===== src/wdt_pkg.sv =====
// Purpose: Shared constants and types for the watchdog reset timer.
// Assumes: 32-bit AXI4-Lite register access, one core clock of 50 MHz.
// Notes: Every offset, field position, reset value and count is defined here; the assertions repeat the 4- and 8-cycle counts as literals.
package wdt_pkg;

  //////////////////////////////////////////////////////////////////////////////
  // Bus geometry
  localparam int ADDR_W = 12;
  localparam int DATA_W = 32;
  localparam logic [1:0] RESP_OKAY = 2'h0;
  localparam logic [1:0] RESP_SLVERR = 2'h2;

  //////////////////////////////////////////////////////////////////////////////
  // Register map (byte addresses)
  localparam logic [ADDR_W-1:0] OFF_CONTROL = 12'h000;
  localparam logic [ADDR_W-1:0] OFF_STATUS = 12'h004;
  localparam logic [ADDR_W-1:0] OFF_RESTART = 12'h008;
  localparam logic [ADDR_W-1:0] OFF_COUNT = 12'h00C;

  // Control register fields
  localparam int BIT_TURN_OFF_ENABLE = 4;
  localparam int BIT_WATCHDOG_ENABLE = 3;
  localparam int BIT_SEL_HI = 2;
  localparam int BIT_SEL_LO = 0;
  localparam int CONTROL_W = 8;

  // Status and restart register fields
  localparam int BIT_RESET_SEEN = 0;
  localparam int BIT_RESET_ACTIVE = 1;
  localparam int BIT_RESTART = 0;

  // Reset values
  localparam logic RST_ENABLE = 1'b0;
  localparam logic [2:0] RST_SEL = 3'h0;

  //////////////////////////////////////////////////////////////////////////////
  // Timing
  localparam int CLK_MHZ = 50;
  localparam int TOE_CLEAR_CYCLES = 4;     // Core cycles the turn-off window stays open
  localparam int CHIP_RST_CYCLES = 8;      // Core cycles the chip reset is held
  localparam int BASE_OSC_CYCLES = 16384;  // Shortest time-out, oscillator cycles
  localparam int CNT_W = 21;               // Holds the longest time-out minus one
  localparam int TOE_CNT_W = 3;
  localparam int HOLD_CNT_W = 4;

  //////////////////////////////////////////////////////////////////////////////
  // Types
  typedef struct packed {
    logic turn_off_enable;
    logic watchdog_enable;
    logic [2:0] timeout_select;
  } wdt_ctrl_t;

  typedef struct packed {
    logic timeout;
    logic [CNT_W-1:0] count;
  } wdt_cnt_state_t;

endpackage : wdt_pkg


===== src/wdt_osc_counter.sv =====
// Purpose: Counts watchdog oscillator cycles and flags the selected time-out.
// Assumes: The oscillator arrives as a slow level sampled on the core clock.
// Notes: The oscillator must run well below half the core clock rate.
`timescale 1ns/10ps
`default_nettype none
module wdt_osc_counter #(
  parameter int BASE_CYCLES = wdt_pkg::BASE_OSC_CYCLES
) (
  input wire logic core_clk,
  input wire logic rst_n,
  input wire logic wdt_osc,
  input wire logic enable,
  input wire logic restart,
  input wire logic [2:0] timeout_select,
  output wdt_pkg::wdt_cnt_state_t state
);

  logic osc_meta;
  logic osc_sync;
  logic osc_prev;
  logic osc_edge;
  logic [wdt_pkg::CNT_W-1:0] count;
  logic [wdt_pkg::CNT_W-1:0] limit;
  logic [31:0] limit_wide;

  //////////////////////////////////////////////////////////////////////////////
  // Two-stage synchroniser; only the second stage is looked at
  always_ff @(posedge core_clk) begin
    if (!rst_n) begin
      osc_meta <= 1'b0;
      osc_sync <= 1'b0;
      osc_prev <= 1'b0;
    end else begin
      osc_meta <= wdt_osc;  // [RL14]
      osc_sync <= osc_meta;
      osc_prev <= osc_sync;
    end
  end

  assign osc_edge = osc_sync & ~osc_prev;  // [RL1]

  // Terminal count doubles with each select code
  assign limit_wide = (BASE_CYCLES << timeout_select) - 1;  // [RL11]
  assign limit = limit_wide[wdt_pkg::CNT_W-1:0];

  //////////////////////////////////////////////////////////////////////////////
  // Counter holds while disabled, so a later enable may not start at zero
  always_ff @(posedge core_clk) begin
    if (!rst_n) begin
      count <= '0;
    end else if (restart) begin
      count <= '0;  // [RL2]
    end else if (enable && osc_edge) begin
      if (count >= limit) begin
        count <= '0;
      end else begin
        count <= count + 1'b1;  // [RL12]
      end
    end
  end

  assign state.count = count;
  assign state.timeout = enable && osc_edge && !restart && (count >= limit);  // [RL6]

endmodule : wdt_osc_counter
`default_nettype wire


===== src/wdt_watchdog_reset_timer.sv =====
// Purpose: Watchdog reset timer with an AXI4-Lite register port.
// Assumes: Synchronous active-low reset; oscillator input sampled on core_clk.
// Notes: The chip reset output should be routed back to the system reset.
//
// How it works
// RL1: The counter advances only on edges of the separate watchdog oscillator.
// RL2: A restart clears the counter so a fresh period begins.
// RL3: When the selected period runs out while enabled, a chip reset is raised.
// RL4: Control holds turn-off enable at bit 4, enable at bit 3, select at bits 2..0.
// RL5: Control bits 7..5 ignore writes and read as zero.
// RL6: With enable set the watchdog runs; with it clear no reset is produced.
// RL7: Clearing enable succeeds only while turn-off enable is set.
// RL8: Hardware clears turn-off enable four clock cycles after it was set.
// RL9: Software opens the turn-off window by writing ones to both flags at once.
// RL10: Software then writes enable zero within four cycles to disable.
// RL11: Select codes 0 to 7 give 16K doubling up to 2048K oscillator cycles.
// RL12: The select only governs the period while the watchdog is enabled.
// RL13: Software should restart before enabling so the first period is full.
// RL14: The oscillator is brought into the core domain through a synchroniser.
`timescale 1ns/10ps
`default_nettype none
module wdt_watchdog_reset_timer #(
  parameter int BASE_CYCLES = wdt_pkg::BASE_OSC_CYCLES
) (
  input wire logic core_clk,
  input wire logic rst_n,
  input wire logic wdt_osc,
  input wire logic watchdog_restart_instr,
  output logic chip_reset,
  input wire logic [wdt_pkg::ADDR_W-1:0] s_axi_awaddr,
  input wire logic s_axi_awvalid,
  output logic s_axi_awready,
  input wire logic [wdt_pkg::DATA_W-1:0] s_axi_wdata,
  input wire logic [3:0] s_axi_wstrb,
  input wire logic s_axi_wvalid,
  output logic s_axi_wready,
  output logic [1:0] s_axi_bresp,
  output logic s_axi_bvalid,
  input wire logic s_axi_bready,
  input wire logic [wdt_pkg::ADDR_W-1:0] s_axi_araddr,
  input wire logic s_axi_arvalid,
  output logic s_axi_arready,
  output logic [wdt_pkg::DATA_W-1:0] s_axi_rdata,
  output logic [1:0] s_axi_rresp,
  output logic s_axi_rvalid,
  input wire logic s_axi_rready
);

  wdt_pkg::wdt_ctrl_t ctrl;
  wdt_pkg::wdt_cnt_state_t cnt_state;
  logic [wdt_pkg::TOE_CNT_W-1:0] toe_cnt;
  logic [wdt_pkg::HOLD_CNT_W-1:0] hold_cnt;
  logic reset_seen;
  logic aw_held;
  logic w_held;
  logic [wdt_pkg::ADDR_W-1:0] aw_addr_q;
  logic [wdt_pkg::DATA_W-1:0] w_data_q;
  logic [3:0] w_strb_q;
  logic aw_fire;
  logic w_fire;
  logic ar_fire;
  logic do_write;
  logic [wdt_pkg::ADDR_W-1:0] wr_addr;
  logic [wdt_pkg::DATA_W-1:0] wr_data;
  logic [3:0] wr_strb;
  logic wr_lane0;
  logic wr_ctrl;
  logic wr_status;
  logic wr_restart;
  logic wr_hit;
  logic restart_any;
  logic next_enable;
  logic [wdt_pkg::DATA_W-1:0] next_rdata;
  logic next_rhit;
  logic enable_q;
  logic [2:0] select_q;
  logic toe_load;

  //////////////////////////////////////////////////////////////////////////////
  // Write channel acceptance; address and data may arrive in either order
  assign s_axi_awready = !aw_held && !s_axi_bvalid;
  assign s_axi_wready = !w_held && !s_axi_bvalid;
  assign aw_fire = s_axi_awvalid && s_axi_awready;
  assign w_fire = s_axi_wvalid && s_axi_wready;
  assign do_write = (aw_held || aw_fire) && (w_held || w_fire);
  assign wr_addr = aw_held ? aw_addr_q : s_axi_awaddr;
  assign wr_data = w_held ? w_data_q : s_axi_wdata;
  assign wr_strb = w_held ? w_strb_q : s_axi_wstrb;
  assign wr_lane0 = do_write && wr_strb[0];

  // Word decode ignores the two byte-offset bits
  assign wr_ctrl = wr_lane0 && (wr_addr[wdt_pkg::ADDR_W-1:2] == wdt_pkg::OFF_CONTROL[11:2]);
  assign wr_status = wr_lane0 && (wr_addr[wdt_pkg::ADDR_W-1:2] == wdt_pkg::OFF_STATUS[11:2]);
  assign wr_restart = wr_lane0 && (wr_addr[wdt_pkg::ADDR_W-1:2] == wdt_pkg::OFF_RESTART[11:2]);
  assign wr_hit = (wr_addr[wdt_pkg::ADDR_W-1:2] == wdt_pkg::OFF_CONTROL[11:2])
      || (wr_addr[wdt_pkg::ADDR_W-1:2] == wdt_pkg::OFF_STATUS[11:2])
      || (wr_addr[wdt_pkg::ADDR_W-1:2] == wdt_pkg::OFF_RESTART[11:2])
      || (wr_addr[wdt_pkg::ADDR_W-1:2] == wdt_pkg::OFF_COUNT[11:2]);

  // Hold whichever half came first until its partner arrives
  always_ff @(posedge core_clk) begin
    if (!rst_n) begin
      aw_held <= 1'b0;
      w_held <= 1'b0;
      aw_addr_q <= '0;
      w_data_q <= '0;
      w_strb_q <= '0;
    end else begin
      if (do_write) begin
        aw_held <= 1'b0;
        w_held <= 1'b0;
      end else begin
        if (aw_fire) begin
          aw_held <= 1'b1;
          aw_addr_q <= s_axi_awaddr;
        end
        if (w_fire) begin
          w_held <= 1'b1;
          w_data_q <= s_axi_wdata;
          w_strb_q <= s_axi_wstrb;
        end
      end
    end
  end

  // Write response one cycle after both halves are in
  always_ff @(posedge core_clk) begin
    if (!rst_n) begin
      s_axi_bvalid <= 1'b0;
      s_axi_bresp <= wdt_pkg::RESP_OKAY;
    end else if (do_write) begin
      s_axi_bvalid <= 1'b1;
      s_axi_bresp <= wr_hit ? wdt_pkg::RESP_OKAY : wdt_pkg::RESP_SLVERR;
    end else if (s_axi_bready) begin
      s_axi_bvalid <= 1'b0;
    end
  end

  //////////////////////////////////////////////////////////////////////////////
  // Enable may rise freely but falls only inside the turn-off window
  always_comb begin
    next_enable = ctrl.watchdog_enable;
    if (wr_ctrl) begin
      if (wr_data[wdt_pkg::BIT_WATCHDOG_ENABLE]) begin
        next_enable = 1'b1;
      end else if (ctrl.turn_off_enable) begin
        next_enable = 1'b0;  // [RL7]
      end
    end
  end

  // Control fields; the reserved upper bits have no storage at all
  always_ff @(posedge core_clk) begin
    if (!rst_n) begin
      enable_q <= wdt_pkg::RST_ENABLE;
      select_q <= wdt_pkg::RST_SEL;
    end else begin
      enable_q <= next_enable;  // [RL6]
      if (wr_ctrl) begin
        select_q <= wr_data[wdt_pkg::BIT_SEL_HI:wdt_pkg::BIT_SEL_LO];  // [RL4]
      end
    end
  end

  // A write with the turn-off bit set opens or reopens the window
  assign toe_load = wr_ctrl && wr_data[wdt_pkg::BIT_TURN_OFF_ENABLE];

  // Turn-off window: a set reloads the countdown, hardware alone clears it
  always_ff @(posedge core_clk) begin
    if (!rst_n) begin
      toe_cnt <= '0;
    end else if (toe_load) begin
      toe_cnt <= wdt_pkg::TOE_CNT_W'(wdt_pkg::TOE_CLEAR_CYCLES);  // [RL8]
    end else if (toe_cnt != '0) begin
      toe_cnt <= toe_cnt - 1'b1;
    end
  end

  // One driver for the whole carrier; the turn-off flag is the live countdown
  assign ctrl = '{
    turn_off_enable: (toe_cnt != '0),
    watchdog_enable: enable_q,
    timeout_select: select_q
  };

  //////////////////////////////////////////////////////////////////////////////
  // Restart comes from the core's instruction, from a register write or from the chip reset itself
  assign restart_any = watchdog_restart_instr
      || (wr_restart && wr_data[wdt_pkg::BIT_RESTART])
      || chip_reset;  // [RL2]

  wdt_osc_counter #(
    .BASE_CYCLES(BASE_CYCLES)
  ) u_counter (
    .core_clk(core_clk),
    .rst_n(rst_n),
    .wdt_osc(wdt_osc),
    .enable(ctrl.watchdog_enable),
    .restart(restart_any),
    .timeout_select(ctrl.timeout_select),
    .state(cnt_state)
  );

  //////////////////////////////////////////////////////////////////////////////
  // Chip reset is stretched so slow reset logic downstream sees it
  always_ff @(posedge core_clk) begin
    if (!rst_n) begin
      hold_cnt <= '0;
    end else if (cnt_state.timeout) begin
      hold_cnt <= wdt_pkg::HOLD_CNT_W'(wdt_pkg::CHIP_RST_CYCLES);  // [RL3]
    end else if (hold_cnt != '0) begin
      hold_cnt <= hold_cnt - 1'b1;
    end
  end

  assign chip_reset = (hold_cnt != '0);

  // Sticky record of a time-out; a new time-out beats a clear
  always_ff @(posedge core_clk) begin
    if (!rst_n) begin
      reset_seen <= 1'b0;
    end else if (cnt_state.timeout) begin
      reset_seen <= 1'b1;
    end else if (wr_status && wr_data[wdt_pkg::BIT_RESET_SEEN]) begin
      reset_seen <= 1'b0;
    end
  end

  //////////////////////////////////////////////////////////////////////////////
  // Read decode
  always_comb begin
    next_rdata = '0;
    next_rhit = 1'b1;
    unique case (s_axi_araddr[wdt_pkg::ADDR_W-1:2])
      wdt_pkg::OFF_CONTROL[11:2]: begin
        next_rdata[wdt_pkg::BIT_TURN_OFF_ENABLE] = ctrl.turn_off_enable;
        next_rdata[wdt_pkg::BIT_WATCHDOG_ENABLE] = ctrl.watchdog_enable;
        next_rdata[wdt_pkg::BIT_SEL_HI:wdt_pkg::BIT_SEL_LO] = ctrl.timeout_select;  // [RL5]
      end
      wdt_pkg::OFF_STATUS[11:2]: begin
        next_rdata[wdt_pkg::BIT_RESET_SEEN] = reset_seen;
        next_rdata[wdt_pkg::BIT_RESET_ACTIVE] = chip_reset;
      end
      wdt_pkg::OFF_RESTART[11:2]: begin
        next_rdata = '0;
      end
      wdt_pkg::OFF_COUNT[11:2]: begin
        next_rdata[wdt_pkg::CNT_W-1:0] = cnt_state.count;
      end
      default: begin
        next_rhit = 1'b0;
      end
    endcase
  end

  assign s_axi_arready = !s_axi_rvalid;
  assign ar_fire = s_axi_arvalid && s_axi_arready;

  // Read data is registered and held until the master takes it
  always_ff @(posedge core_clk) begin
    if (!rst_n) begin
      s_axi_rvalid <= 1'b0;
      s_axi_rdata <= '0;
      s_axi_rresp <= wdt_pkg::RESP_OKAY;
    end else if (ar_fire) begin
      s_axi_rvalid <= 1'b1;
      s_axi_rdata <= next_rdata;
      s_axi_rresp <= next_rhit ? wdt_pkg::RESP_OKAY : wdt_pkg::RESP_SLVERR;
    end else if (s_axi_rready) begin
      s_axi_rvalid <= 1'b0;
    end
  end
endmodule : wdt_watchdog_reset_timer
`default_nettype wire


===== config.mk =====
export PLATFORM = sky130hd
export DESIGN_NAME = wdt_watchdog_reset_timer
export DESIGN_NICKNAME = d
export VERILOG_FILES = /design/src/wdt_pkg.sv /design/src/wdt_osc_counter.sv /design/src/wdt_watchdog_reset_timer.sv
export SDC_FILE = /design/constraint.sdc
export NUM_CORES = 1
export LEC_CHECK = 0
export BUFFER_PORTS_ARGS = -buffer_cell sky130_fd_sc_hd__buf_4
export CAP_MARGIN = 10
export CORE_UTILIZATION = 40
export CTS_CLUSTER_SIZE = 40
export DETAILED_ROUTE_END_ITERATION = 7
export PLACE_DENSITY = 0.76
export SYNTH_ARGS = -nofsm -noshare
export SYNTH_HDL_FRONTEND = slang
export SYNTH_SLANG_ARGS = --single-unit

===== constraint.sdc =====
create_clock -name core_clk -period 2.2 [get_ports core_clk]
set_input_delay 0.22 -clock core_clk [delete_from_list [all_inputs] [get_ports core_clk]]
set_output_delay 0.22 -clock core_clk [all_outputs]
set_load 0.01 [all_outputs]

==> flow_summary.json, run 1 <==
{
  "worst-setup-path-type": "flop to flop",
  "power.switching_mw": 0.9319,
  "p_seq_share_pct": 45.7,
  "synth-seq-area-share_pct": 41.15,
  "routed-via-count": 3216,
  "die_x_um": 100.0,
  "dr.pass1.iters": 5,
  "synthArstFlopShare_pct": 0,
  "hold_ws_ps": 86.67,
  "placed_area_sq_um": 4446,
  "powerDensity_nw_per_um2": 731.5,
  "power_frac_comb_pct": 19.7,
  "use_met3_pct": 3.621,
  "syn_inst": 422,
  "core_area_sq_um": 9284,
  "cp_max_fo": 8,
  "synthDistinctLibCells": 51,
  "clock_path_buffers": 2,
  "dieArea_sq_um": 10010,
  "cts_tree": "built",
  "grt_pass1_wl_mm": 13.80,
  "irDropWorstVdd_mv": 0.2778,
  "maxCapViolCount": 0,
  "dp_hpwl_mm": 6.049,
  "critPathRequiredTime_ps": 2450,
  "cts.sinks": 79,
  "grt_setup_unrepaired": "false",
  "synth_seq_cells": 79,
  "gr-usage-met2_pct": 29.97,
  "worstPathArrival_ps": 2260,
  "max_freq_mhz": 499.1,
  "cts_buffers": 9,
  "stdcell_area_sq_um": 4684,
  "sw_frac_of_total_pct": 27.20,
  "gr-max-usage-layer": "met2",
  "wl_mm": 8.299,
  "slew_violations": 0,
  "fin_nets": 571,
  "synth_top_area_share_pct": 41.15,
  "grt_use_met1_pct": 21.03,
  "status": "completed",
  "synthToLayoutAreaGrowth_pct": 21.87,
  "cts_root_buf": "clkbuf_8",
  "initial_core_util_pct": 41.40,
  "diodes": 0,
  "antenna_left": 0,
  "hold_viol": 0,
  "period_share_pct": 91.08,
  "grt_overflow_total": 0,
  "clockPowerShare_pct": 34.6,
  "r2r_slack_ps": 200,
  "rows": 35,
  "maxSlewHeadroom_pct": 57.35,
  "clk_latency_ps": 350,
  "worstHoldPathType": "primary input to flop",
  "dpl.cell_count": 606,
  "via_per_inst": 5.162,
  "wl_per_cell_um": 13.32,
  "synth_edf_count": 0,
  "final.setup.worst_slack_ps": 196.3,
  "groute.usage.overall_pct": 17.46,
  "pre_cts_ws_ps": -100.7,
  "synth_ff_type": "dfxtp_1",
  "stdcell_count": 623,
  "drc": 0,
  "finalPower_mw": 3.427,
  "ys_top_cells_by_area": "dfxtp_1, nor2b_1, mux2i_1",
  "antenna_found_initial": 0,
  "syn_area_per_cell_sq_um": 9.108,
  "p_leak_nw": 1.924,
  "finalSetupViolations": 0,
  "yosys-top-cells-count": "dfxtp_1, nor2b_1, nor3_1",
  "die_y_um": 100.0,
  "first_global_vias": 3071,
  "tns_ps": 0,
  "period_needed_ps": 2004,
  "end_kind": "flop",
  "ios": 111,
  "htreeDepth": 3,
  "clk_pin_slew_ps": 80,
  "layout-drive-gt1-share_pct": 23.28,
  "fin_util_pct": 50.46,
  "synth.most_common_cell": "dfxtp_1",
  "internal_power_mw": 2.495,
  "start_kind": "flop",
  "tightest_slew_ps": 637.8,
  "yosysTopAreaCell": "dfxtp_1",
  "syn_area_sq_um": 3844,
  "portBuffers": 63,
  "drtIter0Drc": 136,
  "yosysWarningCount": 0,
  "grt_max_degree": 66,
  "gp_congestion": 0.7953,
  "fin_skew_ps": 6.746
}
[cell type report]
cell class / instances / area [sq um]
fill: 880 / 4599
multi-input combinational: 309 / 2082
sequential: 79 / 1585
timing repair buffer: 79 / 593.1
tap: 129 / 161.4
clock buffer: 10 / 137.6
clock inverter: 6 / 83.83
inverter: 11 / 41.29
[flip-flops by register name (all words and copies together), names as in the netlist, 3 cells and up]
name	cells
hold_cnt	4
select_q	3
aw_addr_q	10
w_data_q	5
s_axi_rdata	21
toe_cnt	3
u_counter.count	21
[worst max-delay path: stages (launching register included)]
cell	delay, ps
dfxtp_1	470
or4b_4	500
o22ai_2	250
nand3_2	140
o311a_1	360
a31o_1	190
[routing by layer]
| metal | vias to the layer above | share of wire, % |
|---|---|---|
| li1 | 1611 | - |
| met1 | 1506 | 45 |
| met2 | 84 | 49 |
| met3 | 15 | 4.2 |
| met4 | 0 | 1.8 |
| met5 | - | 0 |
[cells by family after synthesis]
logic type,synth area share [%]
other,0.09756
multiplexers,7.259
AND/OR/NAND/NOR,24.94
XOR/XNOR,5.241
adder cells (fa/ha/maj),4.232
flip-flops,41.15
AO/OA/AOI/OAI,11.07
buffers and inverters,6.022
[power by group through the flow]
| stage | combinational, mW | clock (mW) | sequential [mW] |
|---|---|---|---|
| 6_report | 0.674 | 1.19 | 1.57 |
| 5_1_grt | 0.765 | 1.27 | 1.58 |
| 4_1_cts | 0.678 | 1.22 | 1.57 |
| 3_5_place_dp | 0.670 | 0 | 1.60 |
| 3_3_place_gp | 0.641 | 0 | 1.59 |
| 2_1_floorplan | 0.478 | 0 | 1.58 |
[worst paths after layout]
kind	startpoint	end	cells after the start
max	aw_held$_SDFFE_PP0P_	reset_seen$_SDFFE_PN0P_	5
min	wdt_osc	u_counter.osc_meta$_SDFF_PN0_	2
max reg2reg	aw_held$_SDFFE_PP0P_	reset_seen$_SDFFE_PN0P_	5
min reg2reg	u_counter.osc_meta$_SDFF_PN0_	u_counter.osc_sync$_SDFF_PN0_	1
[layout by cell type (no fill, tap or decap), types with 14 or more instances in the layout]
cell,instances
a21oi_1,14
a22oi_1,19
buf_4,79
dfxtp_1,76
mux2i_1,20
nand2_1,22
nand3_1,14
nor2_1,17
nor2b_1,39
nor3_1,32
[timing repair]
item,4_1_cts,5_1_grt
buffers inserted,0,1
gates resized for setup,2,4
gates cloned,0,0
hold buffers,0,0
pin swaps,0,2
endpoints found under the setup margin,21,21
Power figures use the tool's default switching activity.
==> run 2, diff against run 1 <==
--- a/config.mk
+++ b/config.mk
@@ -10,7 +10,7 @@
 export CORE_UTILIZATION = 40
 export CTS_CLUSTER_SIZE = 40
 export DETAILED_ROUTE_END_ITERATION = 7
-export PLACE_DENSITY = 0.76
+export PLACE_DENSITY = 0.73
 export SYNTH_ARGS = -nofsm -noshare
 export SYNTH_HDL_FRONTEND = slang
 export SYNTH_SLANG_ARGS = --single-unit
==> constraint.sdc (replaced) <==
create_clock -name core_clk -period 1.95 [get_ports core_clk]
set_input_delay 0.195 -clock core_clk [delete_from_list [all_inputs] [get_ports core_clk]]
set_output_delay 0.195 -clock core_clk [all_outputs]
set_load 0.01 [all_outputs]
==> run 2 against run 1 <==
Worst setup slack got worse by 130 ps. Critical path depth is the same. Core utilization grew 2.3 points. First-iteration DRC count is 0.74% higher. Global-route usage increased by 0.84 points. Sequential power is 12% higher. Final area rose by 4.5%. Cell count grew 1.8%. Power is 11% higher. Die area unchanged. Routed wire length rose by 5.6%. Critical path type unchanged. Largest cell class unchanged.
==> flow_summary.json, run 2 (synthesis results as in run 1) <==
{
  "worst-path-stages": 5,
  "start_kind": "flop",
  "stdcell_count": 634,
  "status": "completed",
  "core_area_sq_um": 9284,
  "path_cells": "or4_1 > o22ai_4 > nand4_1 > and2_2 > a31o_2",
  "die_y_um": 100.0,
  "worstHoldPathType": "primary input to flop",
  "end_kind": "flop",
  "layout_commonest_cell": "buf_4",
  "worstPathArrival_ps": 2130,
  "cts_buffers": 9,
  "grt_pass1_wl_mm": 14.55,
  "finalSetupViolations": 0,
  "cts_hold_buffers": 0,
  "via_per_inst": 5.063,
  "layout-drive-gt1-share_pct": 28.71,
  "dr_wl_met3_um": 361,
  "cts_root_buf": "clkbuf_8",
  "p_leak_nw": 1.995,
  "htreeDepth": 3,
  "cts.sinks": 79,
  "period_needed_ps": 1879,
  "grt_overflow_total": 0,
  "tightest_slew_ps": 543.9,
  "wl_met2_mm": 4.323,
  "groute.usage.overall_pct": 18.30,
  "hold_ws_ps": 54.40,
  "irDropWorstVdd_mv": 0.4026,
  "antenna_found_initial": 0,
  "synthToLayoutAreaGrowth_pct": 27.31,
  "routed-via-count": 3210,
  "fin_nets": 583,
  "period_share_pct": 96.37,
  "dpl.cell_count": 617,
  "cp_slowest_cell": "or4_1",
  "critPathRequiredTime_ps": 2200,
  "crit_family": "simple AND/OR/NAND/NOR gates",
  "final_cell_mix": "buf_4, dfxtp_1, nor2b_1",
  "multi_input_area_sq_um": 2196,
  "rows": 35,
  "drtIter0Drc": 137,
  "maxCapViolCount": 0,
  "hold_viol": 0,
  "grt_max_degree": 66,
  "initial_core_util_pct": 41.40,
  "worst-setup-path-type": "flop to flop",
  "pre_cts_ws_ps": -195.8,
  "clk_pin_slew_ps": 80,
  "rr_worst_depth": 5,
  "cp_max_fo": 5,
  "regArea_sq_um": 1594,
  "dieArea_sq_um": 10010,
  "routed.top_layer": "met4",
  "clk_latency_ps": 360,
  "wl_mm": 8.765,
  "antenna_left": 0,
  "max_freq_mhz": 532.1,
  "wl_per_cell_um": 13.82,
  "drc": 0,
  "hold_depth": 2,
  "first_global_vias": 3118,
  "diodes": 0,
  "clock_path_buffers": 2,
  "drt-met1-wl_mm": 3.936,
  "finalPower_mw": 3.789,
  "ios": 111,
  "cts_tree": "built",
  "nFillCells": 869,
  "die_x_um": 100.0,
  "slew_violations": 0,
  "gp_congestion": 0.8095,
  "fin_skew_ps": 9.659,
  "fin_util_pct": 52.71,
  "dr.pass1.iters": 4,
  "slowest_delay_ps": 560,
  "maxSlewHeadroom_pct": 63.74,
  "portBuffers": 63,
  "dp_hpwl_mm": 6.331,
  "worst-path-buf-inv": 0,
  "powerDensity_nw_per_um2": 774.2,
  "largestRegisters": "s_axi_rdata (21), u_counter.count (21), aw_addr_q (10)",
  "final.setup.worst_slack_ps": 70.81
}
[run 2: cell types whose count changed in the layout (fill, tap and decap cells not counted), sizes merged]
cell      previous run  this run
buf                 79        91
bufinv               2         1
clkbuf              10        12
clkinv               4         1
clkinvlp             0         1
[run 2: layer usage]
layer | vias up | GRT usage, %
met2 | 62 | 31.30
met1 | 1505 | 22.62
li1 | 1629 | -
met3 | 14 | 3.830
met5 | - | 0
met4 | 0 | 7.023
[run 2: path summary, 6_finish.rpt]
check,to,startpoint,slack (ps)
hold reg to reg,u_counter.osc_sync$_SDFF_PN0_,u_counter.osc_meta$_SDFF_PN0_,440
hold / removal,u_counter.osc_meta$_SDFF_PN0_,wdt_osc,50
setup reg to reg,hold_cnt[3]$_SDFFE_PN0P_,aw_held$_SDFFE_PP0P_,70
setup / recovery,hold_cnt[3]$_SDFFE_PN0P_,aw_held$_SDFFE_PP0P_,70
[run 2: where the power goes]
group	total (mW)	internal, mW	switching (mW)
combinational	0.793	0.384	0.409
sequential	1.76	1.70	0.0651
clock	1.23	0.653	0.580
total	3.79	2.73	1.05
[run 2: what timing repair did]
action	in CTS	in global routing
gates resized for setup	6	28
buffers inserted	1	1
endpoints found under the setup margin	25	25
pin swaps	1	6
[run 2: metrics by stage]
| stage | instance area, sq um | setup TNS [ps] |
|---|---|---|
| 2_1_floorplan | 3892 | 0 |
| 3_3_place_gp | 4542 | -1335 |
| 3_5_place_dp | 4542 | -3867 |
| 4_1_cts | 4756 | 0 |
| 5_1_grt | 4893 | -29.54 |
| 6_report | 4893 | 0 |
[run 2: final cells by class]
cell class              instances  share of cell area, %
clock buffers                  12                  3.171
clock inverters                 3                 0.8693
inverters                      11                 0.8438
multi-input cells             309                  44.87
flip-flops and latches         79                  32.57
well taps                     129                  3.298
repair buffers                 91                  14.37
==> run 3, diff against run 2 <==
--- a/config.mk
+++ b/config.mk
@@ -5,12 +5,13 @@
 export SDC_FILE = /design/constraint.sdc
 export NUM_CORES = 1
 export LEC_CHECK = 0
-export BUFFER_PORTS_ARGS = -buffer_cell sky130_fd_sc_hd__buf_4
 export CAP_MARGIN = 10
+export CORE_ASPECT_RATIO = 1.1
 export CORE_UTILIZATION = 40
 export CTS_CLUSTER_SIZE = 40
 export DETAILED_ROUTE_END_ITERATION = 7
-export PLACE_DENSITY = 0.73
+export DONT_BUFFER_PORTS = 1
+export PLACE_DENSITY = 0.63
 export SYNTH_ARGS = -nofsm -noshare
 export SYNTH_HDL_FRONTEND = slang
 export SYNTH_SLANG_ARGS = --single-unit
==> run 3 against run 2 <==
Non-clock buffer count shrank 36. Count of clock-buffer cells in the layout shrank 3. Routed wire length fell by 3.9%. Highest routed layer unchanged. Hold slack got worse by 40 ps.
==> flow_summary.json, run 3 (synthesis results as in run 1) <==
{
  "status": "completed",
  "grt_max_degree": 63,
  "period_needed_ps": 1857,
  "via_per_inst": 5.242,
  "fin_skew_ps": 14.69,
  "wl_per_cell_um": 14.35,
  "portBuffers": 0,
  "powerDensity_nw_per_um2": 791.3,
  "largestRegisters": "s_axi_rdata (21), u_counter.count (21), aw_addr_q (10)",
  "final.setup.worst_slack_ps": 93.07,
  "fin_util_pct": 49.59,
  "stdcell_count": 587,
  "cts.sinks": 79,
  "dieArea_sq_um": 10010,
  "maxCapViolCount": 0,
  "crit_end": "reset_seen$_SDFFE_PN0P_",
  "core_area_sq_um": 9351,
  "wl_mm": 8.422,
  "die_x_um": 95.47,
  "antenna_left": 0,
  "layout_commonest_cell": "dfxtp_1",
  "slew_violations": 0,
  "cts_buffers": 9,
  "dpl.cell_count": 550,
  "path_cells": "or4b_4 > o22ai_4 > nand3_2 > o311a_1 > a31o_1",
  "synthToLayoutAreaGrowth_pct": 20.64,
  "end_kind": "flop",
  "clock_path_buffers": 2,
  "clk_pin_slew_ps": 100,
  "first_global_vias": 2970,
  "irDropWorstVdd_mv": 0.3719,
  "max_freq_mhz": 538.5,
  "layout-drive-gt1-share_pct": 18.94,
  "rows": 37,
  "cp_slowest_cell": "or4b_4",
  "dr.pass1.iters": 5,
  "worstPathArrival_ps": 2110,
  "tns_ps": 0,
  "period_share_pct": 95.23,
  "critPathLaunch": "aw_addr_q[11]$_SDFFE_PN0P_",
  "rr_endpoint": "reset_seen$_SDFFE_PN0P_",
  "cts_root_buf": "clkbuf_8",
  "die_y_um": 104.8,
  "drc": 0,
  "r2r_slack_ps": 90,
  "cp_max_fo": 3,
  "groute.usage.overall_pct": 17.92,
  "cts_tree": "built",
  "start_kind": "flop",
  "worst-setup-path-type": "flop to flop",
  "r2r_start": "aw_addr_q[11]$_SDFFE_PN0P_",
  "clk_latency_ps": 360,
  "initial_core_util_pct": 41.10,
  "grt_overflow_total": 0,
  "gp_congestion": 0.8273,
  "nFillCells": 883,
  "dp_hpwl_mm": 5.904,
  "critPathRequiredTime_ps": 2210,
  "finalSetupViolations": 0,
  "worstHoldPathType": "primary input to flop",
  "grt_pass1_wl_mm": 13.81,
  "ios": 111,
  "pre_cts_ws_ps": -161.0,
  "slowest_delay_ps": 540,
  "htreeDepth": 3,
  "routed-via-count": 3077,
  "drtIter0Drc": 128,
  "diodes": 0,
  "finalPower_mw": 3.669,
  "final_cell_mix": "dfxtp_1, nor2b_1, buf_4",
  "rr_worst_depth": 5,
  "antenna_found_initial": 0,
  "hold_viol": 0,
  "fin_nets": 547,
  "p_leak_nw": 1.803
}
-- run 3: power breakdown --
group          leakage, nW  internal (mW)  switching (mW)
logic                 1.06          0.356           0.375
clock network       0.0967          0.491           0.683
registers            0.644           1.70          0.0664
total                 1.80           2.54            1.12
-- run 3: worst max-delay path: cells and delay by family (launching register included) --
kind	cells	cell delay, ps
AND/OR/NAND/NOR	2	670
AO/OA/AOI/OAI	3	760
flip-flops	1	330
-- run 3: worst min-delay path by stage --
stage | start | end | cells after the start
floorplan | wdt_osc | u_counter.osc_meta$_SDFF_PN0_ | 1
global placement | rst_n | s_axi_bvalid$_SDFFE_PN0P_ | 1
detailed placement | rst_n | hold_cnt[0]$_SDFFE_PP0P_ | 2
CTS | s_axi_wdata[3] | w_data_q[3]$_SDFFE_PN0P_ | 2
global route | s_axi_awaddr[2] | aw_addr_q[2]$_SDFFE_PN0P_ | 2
finish | s_axi_awaddr[4] | aw_addr_q[4]$_SDFFE_PN0P_ | 2
-- run 3: metrics by stage --
step / hold WS [ps] / cell area [sq um]
after detailed placement: 322.5 / 4114
final: 14.63 / 4637
after global routing: 2.098 / 4637
after CTS: 1.047 / 4524
after floorplan: 322.3 / 3892
after global placement: 319.4 / 4114
-- run 3: timing repair --
action | in CTS | in global routing
pin swaps | 3 | 3
resized for setup | 9 | 22
endpoints found under the hold margin | 58 | 1
setup endpoints to repair | 25 | 25
cloned | 0 | 0
buffers inserted | 0 | 1
hold buffers | 19 | 1
-- run 3: metal layers --
| metal | wire length [um] | up-vias | GRT usage, % | share of wire, % |
|---|---|---|---|---|
| met3 | 367 | 7 | 6.114 | 4.4 |
| met2 | 4299 | 57 | 30.46 | 51 |
| met1 | 3686 | 1455 | 20.79 | 44 |
| li1 | - | 1558 | - | - |
| met4 | 68 | 0 | 5.650 | 0.81 |
| met5 | 0 | - | 0 | 0 |
-- run 3: layout make-up --
type                    instances  area (sq um)  share of cell area, %
well taps                     117         146.4                  3.157
multi-input cells             309          2178                  46.98
inverters                      11         41.29                 0.8904
clock buffers                   9         123.9                  2.671
clock inverters                 7         63.81                  1.376
flip-flops and latches         79          1594                  34.38
repair buffers                 55         489.2                  10.55
